`src/shared/cpu_regs_pkg.sv`:
```
// cpu_regs_pkg: shared types and constants for the working registers and operand addressing
// assumes a single 10 MHz system clock and a synchronous active-low reset
package cpu_regs_pkg;

    localparam logic [7:0]  HX_HIGH_RESET = 8'h00;
    localparam logic [7:0]  DIRECT_PAGE   = 8'h00;
    localparam logic [15:0] PC_RESET      = 16'h0000;
    localparam logic [15:0] PC_STEP       = 16'h0001;
    localparam logic        CARRY_RESET   = 1'b0;

    typedef enum logic [3:0] {
        OP_LDA  = 4'h0,
        OP_STA  = 4'h1,
        OP_LDX  = 4'h2,
        OP_STX  = 4'h3,
        OP_TAX  = 4'h4,
        OP_TXA  = 4'h5,
        OP_XUN  = 4'h6,
        OP_LDHX = 4'h7,
        OP_MOV  = 4'h8,
        OP_ADD  = 4'h9,
        OP_AND  = 4'ha,
        OP_BRA  = 4'hb,
        OP_BSET = 4'hc,
        OP_BCLR = 4'hd,
        OP_COMPARE_BRANCH_EQUAL = 4'he,
        OP_DECREMENT_BRANCH_NONZERO = 4'hf
    } op_type;

    typedef enum logic [2:0] {
        REGISTER_ONLY_MODE  = 3'h0,
        PC_OFFSET_MODE      = 3'h1,
        INLINE_OPERAND_MODE = 3'h2,
        DIRECT_MODE         = 3'h3,
        INDEXED_MODE        = 3'h4
    } mode_type;

    typedef enum logic [3:0] {
        UN_CLR = 4'h0,
        UN_INC = 4'h1,
        UN_DEC = 4'h2,
        UN_COM = 4'h3,
        UN_NEG = 4'h4,
        UN_LSL = 4'h5,
        UN_LSR = 4'h6,
        UN_ROL = 4'h7,
        UN_ROR = 4'h8
    } unary_type;

    typedef struct packed {
        op_type     op;
        mode_type   mode;
        unary_type  un;
        logic [2:0] bitn;
    } req_type;

    typedef struct packed {
        logic [15:0] addr;
        logic        rd;
        logic        wr;
        logic [7:0]  wdata;
    } mem_req_type;

endpackage

```
`src/verilog/addr_former.sv`:
```
// addr_former: effective address for direct, indexed and pc-offset modes
// assumes arg is the byte fetched after the opcode, pc already past that byte
`timescale 1ns/1ps
module addr_former import cpu_regs_pkg::*; (
    input  wire mode_type    mode,
    input  wire logic [7:0]  arg,
    input  wire logic [15:0] hx,
    input  wire logic [15:0] pc,
    output logic [15:0]      ea
);
    always_comb begin
        unique case (mode)
            DIRECT_MODE:    ea = {DIRECT_PAGE, arg}; // RL15
            INDEXED_MODE:   ea = hx; // RL4
            PC_OFFSET_MODE: ea = pc + {{8{arg[7]}}, arg}; // RL13
            default:        ea = pc;
        endcase
    end
endmodule

```
`src/verilog/x_unit.sv`:
```
// x_unit: single-operand operations on the low index byte
// assumes carry_in is the core carry flag; purely combinational
`timescale 1ns/1ps
module x_unit import cpu_regs_pkg::*; (
    input  wire unary_type  un,
    input  wire logic [7:0] val,
    input  wire logic       carry_in,
    output logic [7:0]      res,
    output logic            carry_out
);
    always_comb begin
        carry_out = carry_in;
        unique case (un)
            UN_CLR: res = 8'h00;
            UN_INC: res = val + 8'h01;
            UN_DEC: res = val - 8'h01;
            UN_COM: res = ~val;
            UN_NEG: res = 8'h00 - val;
            UN_LSL: begin
                res       = {val[6:0], 1'b0};
                carry_out = val[7];
            end
            UN_LSR: begin
                res       = {1'b0, val[7:1]};
                carry_out = val[0];
            end
            UN_ROL: begin
                res       = {val[6:0], carry_in};
                carry_out = val[7];
            end
            UN_ROR: begin
                res       = {carry_in, val[7:1]};
                carry_out = val[0];
            end
            default: res = val;
        endcase
    end
endmodule

```
`src/verilog/cpu_regs_operand.sv`:
```
// cpu_regs_operand: accumulator, index pointer and operand address sequencing
// assumes an internal bus whose read data is valid in the cycle mem.rd is high
//
// What this block does
// [RL1] 8-bit accumulator feeds the ALU and takes its results.
// [RL2] accumulator loads from and stores to memory through addressing modes.
// [RL3] reset leaves the accumulator untouched.
// [RL4] index pointer is 16 bits, high and low byte; indexed mode uses all 16.
// [RL5] some instructions touch only the low index byte, high byte kept.
// [RL6] low index byte clears, counts, complements, negates, shifts, rotates.
// [RL7] transfers move data accumulator to low index byte and back.
// [RL8] reset zeroes the high index byte and keeps the low byte.
// [RL9] one 16-bit address reaches all memory, registers and ports.
// [RL10] moves take source by one mode, destination by a second mode.
// [RL11] test-and-branch fetches its operand, then branches by pc offset if true.
// [RL12] register-only mode takes every operand from registers, no memory read except a branch offset.
// [RL13] pc-offset mode sign-extends the byte after opcode and adds it to pc.
// [RL14] 16-bit inline operand is read high byte first, then low byte.
// [RL15] direct mode prefixes a zero high byte to the 8-bit address.
// [RL16] untaken branch skips the addition and continues after the offset.
`timescale 1ns/1ps
module cpu_regs_operand import cpu_regs_pkg::*; (
    input  wire logic       clk_sys,
    input  wire logic       rst_n,
    input  wire logic       req_valid,
    input  wire req_type    req,
    input  wire logic [7:0] mem_rdata,
    output logic            req_ready,
    output logic            done,
    output mem_req_type     mem,
    output logic [7:0]      acc,
    output logic [7:0]      idx_high,
    output logic [7:0]      idx_low,
    output logic [15:0]     pc,
    output logic            carry
);
    typedef enum logic [2:0] {
        S_IDLE   = 3'b000,
        S_ARG    = 3'b001,
        S_ARG2   = 3'b010,
        S_OPND   = 3'b011,
        S_EXEC   = 3'b100,
        S_DEST   = 3'b101,
        S_BRANCH = 3'b110
    } state_type;

    state_type   state;
    req_type     cur;
    logic [7:0]  opnd;
    logic        taken;
    logic [15:0] ea;
    logic [15:0] br_target;
    logic [7:0]  un_res;
    logic        un_carry;
    logic        accept;
    logic        is_store;
    logic        is_branch;
    logic [7:0]  store_data;
    logic [7:0]  x_minus;
    logic        acc_en;
    logic [7:0]  next_acc;
    logic        x_en;
    logic [7:0]  next_x;
    logic        h_en;
    logic [7:0]  next_h;
    logic        c_en;
    logic        next_carry;
    logic [8:0]  sum;

    assign accept     = req_valid && req_ready && state == S_IDLE;
    assign is_store   = cur.op == OP_STA || cur.op == OP_STX;
    assign is_branch  = cur.op inside {OP_BRA, OP_BSET, OP_BCLR, OP_COMPARE_BRANCH_EQUAL, OP_DECREMENT_BRANCH_NONZERO};
    assign store_data = (cur.op == OP_STX) ? idx_low : acc;
    assign x_minus    = idx_low - 8'h01;
    assign sum        = {1'b0, acc} + {1'b0, opnd};

    addr_former u_ea (
        .mode (cur.mode),
        .arg  (mem_rdata),
        .hx   ({idx_high, idx_low}),
        .pc   (pc),
        .ea   (ea)
    );

    addr_former u_br (
        .mode (PC_OFFSET_MODE),
        .arg  (mem_rdata),
        .hx   ({idx_high, idx_low}),
        .pc   (pc),
        .ea   (br_target)
    );

    x_unit u_x (
        .un        (cur.un),
        .val       (idx_low),
        .carry_in  (carry),
        .res       (un_res),
        .carry_out (un_carry)
    );

    // register write strobes, only ever from the execute step or the second inline byte
    always_comb begin
        acc_en     = 1'b0;
        next_acc   = acc;
        x_en       = 1'b0;
        next_x     = idx_low;
        h_en       = 1'b0;
        next_h     = idx_high;
        c_en       = 1'b0;
        next_carry = carry;
        if (state == S_EXEC) begin
            unique case (cur.op)
                OP_LDA: begin
                    acc_en   = 1'b1; // RL2
                    next_acc = opnd;
                end
                OP_ADD: begin
                    acc_en     = 1'b1; // RL1
                    next_acc   = sum[7:0];
                    c_en       = 1'b1;
                    next_carry = sum[8];
                end
                OP_AND: begin
                    acc_en   = 1'b1; // RL1
                    next_acc = acc & opnd;
                end
                OP_LDX: begin
                    x_en   = 1'b1; // RL5
                    next_x = opnd;
                end
                OP_TAX: begin
                    x_en   = 1'b1; // RL7
                    next_x = acc;
                end
                OP_TXA: begin
                    acc_en   = 1'b1; // RL7
                    next_acc = idx_low;
                end
                OP_XUN: begin
                    x_en       = 1'b1; // RL6
                    next_x     = un_res;
                    c_en       = 1'b1;
                    next_carry = un_carry;
                end
                OP_DECREMENT_BRANCH_NONZERO: begin
                    x_en   = 1'b1; // RL5
                    next_x = x_minus;
                end
                OP_STA, OP_STX, OP_LDHX, OP_MOV, OP_BRA, OP_BSET, OP_BCLR, OP_COMPARE_BRANCH_EQUAL: begin
                end
            endcase
        end else if (state == S_ARG2) begin
            h_en   = 1'b1; // RL14
            next_h = opnd;
            x_en   = 1'b1;
            next_x = mem_rdata;
        end
    end

    // no reset branch: the accumulator keeps its value through reset
    always_ff @(posedge clk_sys) begin
        if (acc_en) begin
            acc <= next_acc; // RL3
        end
    end

    always_ff @(posedge clk_sys) begin
        if (x_en) begin
            idx_low <= next_x; // RL8
        end
    end

    always_ff @(posedge clk_sys) begin
        if (!rst_n) begin
            idx_high <= HX_HIGH_RESET; // RL8
        end else if (h_en) begin
            idx_high <= next_h; // RL5
        end
    end

    always_ff @(posedge clk_sys) begin
        if (!rst_n) begin
            carry <= CARRY_RESET;
        end else if (c_en) begin
            carry <= next_carry;
        end
    end

    // sequencer: one bus access per cycle, all addresses 16 bits wide
    always_ff @(posedge clk_sys) begin
        if (!rst_n) begin
            state     <= S_IDLE;
            cur       <= '0;
            opnd      <= 8'h00;
            taken     <= 1'b0;
            pc        <= PC_RESET;
            mem       <= '0;
            done      <= 1'b0;
            req_ready <= 1'b1;
        end else begin
            mem.rd <= 1'b0;
            mem.wr <= 1'b0;
            done   <= 1'b0;
            unique case (state)
                S_IDLE: begin
                    if (accept) begin
                        cur       <= req;
                        req_ready <= 1'b0;
                        unique case (req.mode)
                            REGISTER_ONLY_MODE, PC_OFFSET_MODE: state <= S_EXEC; // RL12
                            INDEXED_MODE: begin
                                mem.addr <= {idx_high, idx_low}; // RL4
                                if (req.op == OP_STA || req.op == OP_STX) begin
                                    mem.wr    <= 1'b1;
                                    mem.wdata <= (req.op == OP_STX) ? idx_low : acc;
                                    done      <= 1'b1;
                                    req_ready <= 1'b1;
                                    state     <= S_IDLE;
                                end else begin
                                    mem.rd <= 1'b1;
                                    state  <= S_OPND;
                                end
                            end
                            INLINE_OPERAND_MODE, DIRECT_MODE: begin
                                mem.addr <= pc;
                                mem.rd   <= 1'b1;
                                pc       <= pc + PC_STEP;
                                state    <= S_ARG;
                            end
                            default: state <= S_IDLE;
                        endcase
                    end
                end
                S_ARG: begin
                    if (cur.mode == INLINE_OPERAND_MODE) begin
                        opnd <= mem_rdata;
                        if (cur.op == OP_LDHX) begin
                            mem.addr <= pc; // RL14
                            mem.rd   <= 1'b1;
                            pc       <= pc + PC_STEP;
                            state    <= S_ARG2;
                        end else begin
                            state <= S_EXEC;
                        end
                    end else begin
                        mem.addr <= ea; // RL15
                        if (is_store) begin
                            mem.wr    <= 1'b1; // RL2
                            mem.wdata <= store_data;
                            done      <= 1'b1;
                            req_ready <= 1'b1;
                            state     <= S_IDLE;
                        end else begin
                            mem.rd <= 1'b1; // RL9
                            state  <= S_OPND;
                        end
                    end
                end
                S_ARG2: begin
                    done      <= 1'b1;
                    req_ready <= 1'b1;
                    state     <= S_IDLE;
                end
                S_OPND: begin
                    opnd  <= mem_rdata;
                    state <= S_EXEC;
                end
                S_EXEC: begin
                    if (cur.op == OP_MOV || is_branch) begin
                        mem.addr <= pc;
                        mem.rd   <= 1'b1;
                        pc       <= pc + PC_STEP;
                        state    <= (cur.op == OP_MOV) ? S_DEST : S_BRANCH; // RL10
                        unique case (cur.op)
                            OP_BSET: taken <= opnd[cur.bitn]; // RL11
                            OP_BCLR: taken <= ~opnd[cur.bitn]; // RL11
                            OP_COMPARE_BRANCH_EQUAL: taken <= acc == opnd; // RL11
                            OP_DECREMENT_BRANCH_NONZERO: taken <= x_minus != 8'h00; // RL11
                            default: taken <= 1'b1;
                        endcase
                    end else begin
                        done      <= 1'b1;
                        req_ready <= 1'b1;
                        state     <= S_IDLE;
                    end
                end
                S_DEST: begin
                    mem.addr  <= {DIRECT_PAGE, mem_rdata}; // RL10
                    mem.wr    <= 1'b1;
                    mem.wdata <= opnd;
                    done      <= 1'b1;
                    req_ready <= 1'b1;
                    state     <= S_IDLE;
                end
                S_BRANCH: begin
                    // pc already points past the offset byte, so untaken needs no update
                    if (taken) begin
                        pc <= br_target; // RL13
                    end
                    done      <= 1'b1; // RL16
                    req_ready <= 1'b1;
                    state     <= S_IDLE;
                end
                default: state <= S_IDLE;
            endcase
        end
    end

    property p_h_reset;
        @(posedge clk_sys) !rst_n |=> idx_high == HX_HIGH_RESET;
    endproperty
    a_h_reset: assert property (p_h_reset) else $error("high index byte not zero after reset"); // RL8

    property p_direct;
        @(posedge clk_sys) disable iff (!rst_n)
        state == S_ARG && cur.mode == DIRECT_MODE
            |=> (mem.rd || mem.wr) && mem.addr == {DIRECT_PAGE, $past(mem_rdata)};
    endproperty
    a_direct: assert property (p_direct) else $error("direct address not in page zero"); // RL15

    property p_indexed;
        @(posedge clk_sys) disable iff (!rst_n)
        accept && req.mode == INDEXED_MODE |=> mem.addr == {$past(idx_high), $past(idx_low)};
    endproperty
    a_indexed: assert property (p_indexed) else $error("indexed access not at full pointer"); // RL4

    property p_rel_taken;
        @(posedge clk_sys) disable iff (!rst_n)
        state == S_BRANCH && taken
            |=> pc == $past(pc) + {{8{$past(mem_rdata[7])}}, $past(mem_rdata)} && done;
    endproperty
    a_rel_taken: assert property (p_rel_taken) else $error("taken branch target wrong"); // RL13

    property p_rel_not;
        @(posedge clk_sys) disable iff (!rst_n)
        state == S_BRANCH && !taken |=> pc == $past(pc) && done;
    endproperty
    a_rel_not: assert property (p_rel_not) else $error("untaken branch moved pc"); // RL16

    property p_imm16;
        @(posedge clk_sys) disable iff (!rst_n)
        state == S_ARG2 |-> mem.addr == $past(mem.addr) + PC_STEP
            ##1 idx_high == $past(opnd) && idx_low == $past(mem_rdata);
    endproperty
    a_imm16: assert property (p_imm16) else $error("16-bit inline operand order wrong"); // RL14

    property p_inherent;
        @(posedge clk_sys) disable iff (!rst_n)
        accept && req.mode == REGISTER_ONLY_MODE && req.op != OP_DECREMENT_BRANCH_NONZERO
            |=> !mem.rd ##1 !mem.rd && done;
    endproperty
    a_inherent: assert property (p_inherent) else $error("register-only op touched memory"); // RL12

    property p_tax;
        @(posedge clk_sys) disable iff (!rst_n)
        state == S_EXEC && cur.op == OP_TAX |=> idx_low == $past(acc) && idx_high == $past(idx_high);
    endproperty
    a_tax: assert property (p_tax) else $error("transfer to low index byte wrong"); // RL7

    property p_mov;
        @(posedge clk_sys) disable iff (!rst_n)
        state == S_DEST |=> mem.wr && mem.wdata == $past(opnd) && mem.addr == {DIRECT_PAGE, $past(mem_rdata)};
    endproperty
    a_mov: assert property (p_mov) else $error("move destination write wrong"); // RL10

    property p_branch_fetch;
        @(posedge clk_sys) disable iff (!rst_n)
        state == S_EXEC && is_branch |=> mem.rd && mem.addr == $past(pc) ##1 done;
    endproperty
    a_branch_fetch: assert property (p_branch_fetch) else $error("branch offset not fetched"); // RL11

    c_taken: cover property (@(posedge clk_sys) disable iff (!rst_n) state == S_BRANCH && taken);
    c_not_taken: cover property (@(posedge clk_sys) disable iff (!rst_n) state == S_BRANCH && !taken);
    c_ldhx: cover property (@(posedge clk_sys) disable iff (!rst_n) state == S_ARG2);
    c_mov: cover property (@(posedge clk_sys) disable iff (!rst_n) state == S_DEST);
endmodule

```
`config.mk`:
```
export PLATFORM = sky130hd
export DESIGN_NAME = cpu_regs_operand
export DESIGN_NICKNAME = d
export VERILOG_FILES = /design/src/shared/cpu_regs_pkg.sv /design/src/verilog/addr_former.sv /design/src/verilog/x_unit.sv /design/src/verilog/cpu_regs_operand.sv
export SDC_FILE = /design/constraint.sdc
export NUM_CORES = 1
export LEC_CHECK = 0
export BUFFER_PORTS_ARGS = -buffer_cell sky130_fd_sc_hd__buf_2
export CAP_MARGIN = 10
export CELL_PAD_IN_SITES_DETAIL_PLACEMENT = 0
export CELL_PAD_IN_SITES_GLOBAL_PLACEMENT = 1
export CORE_ASPECT_RATIO = 1.1
export CORE_MARGIN = 2
export CORE_UTILIZATION = 40
export CTS_BUF_LIST = sky130_fd_sc_hd__clkbuf_8 sky130_fd_sc_hd__clkbuf_16
export CTS_CLUSTER_DIAMETER = 40
export CTS_CLUSTER_SIZE = 12
export DETAILED_ROUTE_END_ITERATION = 10
export PLACE_DENSITY = 0.84
export SYNTH_ARGS = -nofsm -noshare
export SYNTH_HDL_FRONTEND = slang
export SYNTH_SLANG_ARGS = --single-unit
export TNS_END_PERCENT = 50
```
`constraint.sdc`:
```
create_clock -name clk_sys -period 4.3 [get_ports clk_sys]
set_input_delay 0.43 -clock clk_sys [delete_from_list [all_inputs] [get_ports clk_sys]]
set_output_delay 0.43 -clock clk_sys [all_outputs]
set_load 0.01 [all_outputs]
```
# Yosys cells after proc, flatten, opt, wreduce, memory -nomap -nowiden
# Index checks and enable logic that the tools add are counted.
[totals]
ff_bits = 95
latchBits = 0
ramBits = 0
romBits = 0
in_bits = 25
out_inout_bits = 69
wordCells = 188
n_memories = 0
[op_classes]
add_sub_neg = 6
mul = 0
n_div = 0
order_cmp = 1
n_eq_ne = 56
n_shift = 0
n_mux = 65
n_bitwise = 4
reduce_logical = 38
[ops]
columns = ["operator", "count"]
rows = [
  ["16-bit one-hot mux with 4 select lines", 2],
  ["16-bit two-way mux", 6],
  ["8-bit one-hot mux with 9 select lines", 1],
  ["8-bit one-hot mux with 4 select lines", 2],
  ["17-bit two-way mux", 3],
  ["16-bit one-hot mux with 3 select lines", 1],
  ["8-bit two-way mux", 5],
  ["4-bit == test, second input constant", 9],
  ["9-bit two-way mux", 4],
  ["17-bit one-hot mux with 2 select lines", 1],
  ["4-bit by 3-bit == test with 1-bit output, second input constant", 8],
  ["9-bit one-hot mux with 3 select lines", 1],
  ["26-bit two-way mux", 1],
  ["1-bit two-way mux", 21],
  ["4-bit by 2-bit == test with 1-bit output, second input constant", 5],
  ["3-bit by 2-bit == test with 1-bit output, second input constant", 6],
  ["16-bit by 1-bit adder with 16-bit output, second input constant", 1],
  ["16-bit adder", 1],
  ["8-bit one-hot mux with 2 select lines", 1],
  ["4-bit nonzero test", 4],
  ["3-bit == test, second input constant", 5],
  ["2-bit != test, second input constant", 7],
  ["4-bit by 1-bit == test with 1-bit output, second input constant", 3],
  ["3-bit two-way mux", 4],
  ["39 further kinds", 68],
]

# Logic depth before layout (Yosys ltp)
[depth]
depth_word = 6
ltp_mapped = 10
depth_no_buf = 8

# Modules after synthesis
# A second synthesis with hierarchy kept.
[unflattened]
cells_unflattened = 1302
hier_area_um2 = 9738.1
[modules_own_cells]
columns = ["mod", "n_inst", "cells_each", "area_per_inst_um2"]
rows = [
  ["cpu_regs_operand", 1, 720, 5993.2],
  ["addr_former (u_ea)", 1, 210, 1350.0],
  ["addr_former (u_br)", 1, 202, 1347.5],
  ["x_unit", 1, 170, 1047.3],
]

# Least setup slack after synthesis
# OpenSTA, ideal clock, no wires.
[synth_path]
kind = "in2reg"
start = "input mem_rdata[0]"
end = "register pc[14]"
setup_time_ps = 74
t_arrival_ps = 2459
required_ps = 4226
setup_slack_ps = 1767
path_stages = 8
n_path_buf = 0
path_cell_list = "ha_1 > fa_1 > a211oi_1 > nor3_1 > nor4b_1 > nor4_1 > or3b_1 > a31oi_1"
[synth_via]
elab_chain_len = 3
[synth_rtl]
columns = ["element", "line", "rtl"]
rows = [
  ["start, declared", "cpu_regs_operand.sv:27", "input wire logic [7:0] mem_rdata,"],
  ["16-bit adder", "addr_former.sv:15", "PC_OFFSET_MODE: ea = pc + {{8{arg[7]}}, arg};"],
  ["16-bit two-way mux", "cpu_regs_operand.sv:297", "if (taken) begin"],
  ["16-bit one-hot mux with 4 select lines", "cpu_regs_operand.sv:204", "unique case (state)"],
  ["end signal, assigned", "cpu_regs_operand.sv:227", "pc <= pc + PC_STEP;"],
  ["end signal, assigned", "cpu_regs_operand.sv:240", "pc <= pc + PC_STEP;"],
  ["end signal, assigned", "cpu_regs_operand.sv:298", "pc <= br_target;"],
  ["end, declared", "cpu_regs_operand.sv:34", "output logic [15:0] pc,"],
]
# Every way passes these cells. The select of a mux whose other input is x is not followed.
# A chain may end at the register's enable or synchronous reset.

# Final worst setup path
[layout_path]
start = "register cur[10] (netlist bit)"
end = "register mem[17] (netlist bit)"
[layout_via]
elab_chain_len = 5
elab_cells_between_ends = 12
cone_classes = "9 x eq/ne; 3 x reduce/logical"
[layout_rtl]
columns = ["element", "line", "rtl"]
rows = [
  ["start, declared", "cpu_regs_operand.sv:48", "req_type cur;"],
  ["start signal, assigned", "cpu_regs_operand.sv:207", "cur <= req;"],
  ["4-bit == test", "cpu_regs_operand.sv:72", "assign is_branch = cur.op inside {OP_BRA, OP_BSET, OP_BCLR, OP_COMPARE_BRANCH_EQUAL, OP_DECREMENT_BRANCH_NONZE ..."],
  ["5-bit nonzero test", "cpu_regs_operand.sv:72", ""],
  ["1-bit logical OR", "cpu_regs_operand.sv:269", "if (cur.op == OP_MOV || is_branch) begin"],
  ["2-bit by 1-bit != test with 1-bit output (no line)", "n/a", ""],
  ["5-bit AND reduction (no line) (*)", "n/a", ""],
  ["end, declared", "cpu_regs_operand.sv:30", "output mem_req_type mem,"],
]
# Mark *: on every way between the ends. The rest lies on a longest branch, timed or not.

==> results.yml <==
floorplanning:
  io_pins: 94
  core_um2: 18540
  die_x_um: 135.5
  die_y_um: 148.7
  start_util: 0.4106
  dieArea_um2: 20150
  num_rows: 52
timing:
  finalSetupViolCount: 0
  rsz0062_at_grt: "false"
  fin_ws_ns: 1.189
  final_max_slew_viol_count: 0
  clock_skew_ns: 0.01013
  period_share: 0.7234
  slew_headroom: 0.3102
  max_freq_ghz: 0.3215
  finalHoldViolations: 0
  period_needed_ns: 3.111
  tightest_slew_ns: 1.027
  tns_ns: 0
critical_path:
  r2r-start: "cur[10]"
  critical-path-max-stage-delay_ns: 0.74
  critPathKind: "flip-flop to flip-flop"
  crit_path_max_fanout: 20
  worstSetupEndpointType: "flip-flop"
  crit_path_start_kind: "flip-flop"
  arrival_ns: 3.35
  startpoint: "cur[10]"
  cp_slowest_cell: "dfxtp_1"
  path_cells: "nor2b_1, o311ai_1, nand4_1, a221o_1, o21ai_0, a31oi_1"
  cp.required_ns: 4.54
global_route:
  grt_pass1_wl_mm: 43.75
  grt_pass1_vias: 7867
  grt_antenna_before_repair: 0
  met1_usage: 0.3598
  use_met3: 0.04567
  overflow: 0
  top_usage_layer: "met2"
  grt_use_total: 0.2791
  met2_usage: 0.4601
  grt_max_degree: 33
yosys:
  synthArstFlopShare: 0
  synth.mux.area_fraction: 0.04536
  synth_top_family_by_area: "compound AO/OA/AOI/OAI gates"
  yosysTopAreaCell: "dfxtp_1"
  synth-seq-cells: 95
  yosys-top-cells-area: "dfxtp_1 (21%), a21oi_1 (6.8%), nand2_1 (6.4%)"
  syn_nets: 1085
  ys.flop_type: "dfxtp_1"
  avgSynthCellArea_um2: 7.392
  synth_fa_ha_area_frac: 0.05127
  synth-edff-count: 16
  synth-seq-area-share: 0.2708
  ys_types: 78
  synth-simple-area-share: 0.2485
  synth-xor-area-share: 0.02761
  synth.cell_area_um2: 7614
  yosysWarningCount: 0
  syn_inst: 1030
  synth_top_area_share: 0.2077
  synth_compound_area_frac: 0.3017
cts:
  cts_tree: "yes"
  post_cts_resized: 0
  cts_buffer_depth: 2
  ctsHoldBuffers: 0
  cts_sinks: 95
  clk_pin_slew_ns: 0.08
  h-tree-depth: 3
  numCtsBuffers: 9
  clock-root-buffer: "clkbuf_16"
  post-cts-setup-buffer-count: 0
  clkLatencyLatePin_ns: 0.36
finish:
  num-fill-cells: 1931
  most-common-layout-cells: "nand2_1 (129), a21oi_1 (103), buf_2 (93)"
  layout.cells.most_common: "nand2_1"
  final_nets: 1131
  synthToLayoutAreaGrowth_pct: 12.42
  final_cells: 1324
  drive_above_1_share: 0.1267
  num_antenna_cells: 0
route:
  vias_per_cell: 6.378
  remaining_drc_errors: 0
  routed_wl_mm: 28.36
  vias: 8445
  drt_iter0_drc: 1187
  wire_per_inst_um: 21.42
  final_antenna_net_count: 0
  firstDrtPassIters: 7
status:
  status: "finished, final reports clean"
power:
  power.density_nw_per_um2: 292.3
  power_frac_seq: 0.406
  pwr-share-clk: 0.383
  finalPower_mw: 2.502
  p_comb_frac: 0.210
  vdd_ir_drop_max_uv: 198.1
  cell_internal_pwr_mw: 1.704
  switching_share: 0.3189
  leakage_nw: 3.213
  switching_power_uw: 798.0
placement:
  hpwl_mm: 20.70
  pre_cts_slack_ns: 1.287
  place.gp.congestion: 0.9615
  place_inst: 1308
  port_buffers: 93
worst_hold_path:
  worstHoldStart: "req[6]"
  hold_path.class: "input port to flip-flop"
flow_run:
  maxCapViolCount: 0
==> synthesized netlist by cell type, drive strengths merged, types with 9 or more instances <==
library cell    n
xnor2          18
o22ai          15
nand3          37
o221ai         14
a21oi         103
nor2           90
a22oi          13
nor4           10
clkbuf         66
mux2i          30
a31oi          21
nand4          10
a21o           12
nor3           31
o211ai         11
dfxtp          79
edfxtp         16
ha             28
o21ai          74
nand2b         12
nand2         129
a221oi         14
a211oi         10
nor3b          10
or3             9
o21a            9
inv            30
==> critical path: cells and delay by family (launching register included) <==
kind,cells,cell delay (ns)
flops,1,0.74
simple gates,2,0.91
compound gates,4,1.34
==> flip-flops by register name, summed over array words and instances, names as in the netlist <==
register	count
mem	26
cur	14
opnd	8
idx_low	8
state	3
pc	16
carry	1
done	1
req_ready	1
taken	1
acc	8
idx_high	8
==> layout make-up <==
class                           instances  area (um2)  share of cell area
Clock buffer                           11       275.3             0.03216
Clock inverter                          5       76.32            0.008917
Inverter                               31       116.4             0.01359
Multi-Input combinational cell        830        5140              0.6005
Sequential cell                        95        2062              0.2409
Tap cell                              243       304.0             0.03552
Timing Repair Buffer                  109       585.6             0.06841
==> power by group through the flow <==
stage	Clock [mW]	Combinational (mW)	Sequential (mW)
floorplan	0	0.381	0.998
global placement	0	0.510	1.03
detailed placement	0	0.512	1.03
CTS	0.965	0.514	1.01
global route	1.00	0.578	1.02
finish	0.959	0.526	1.02
==> metrics by stage <==
step	utilization	hold WS (ns)	area (um2)
floorplan	-	0.4496	7614
CTS	0.4616	0.3064	8559
detailed placement	0.4426	0.4549	8208
finish	0.4616	0.3131	8559
global route	0.4616	0.3151	8559
global placement	0.4426	0.4545	8208
==> path summary, 6_finish.rpt <==
path	end	slack, ns	cells past startpoint
min	cur[6]	0.31	3
max reg2reg	mem[17]	1.19	6
max	mem[17]	1.19	6
min reg2reg	mem[10]	0.46	2
==> kinds of logic (layout without fill, tap and decap cells) <==
logic type	after synthesis	after routing
adder cells (fa/ha/maj)	30	30
AO/OA/AOI/OAI	353	353
AND/OR/NAND/NOR	391	391
multiplexers	32	32
flip-flops	95	95
XOR/XNOR	24	24
buffers and inverters	105	156
==> layer usage <==
metal / vias to the layer above / wire length [um]
met5: - / 0
met4: 0 / 1058
met3: 77 / 2378
met2: 436 / 13390
met1: 3975 / 11530
li1: 3957 / -
Note: power is estimated with default switching activity, not from simulation.
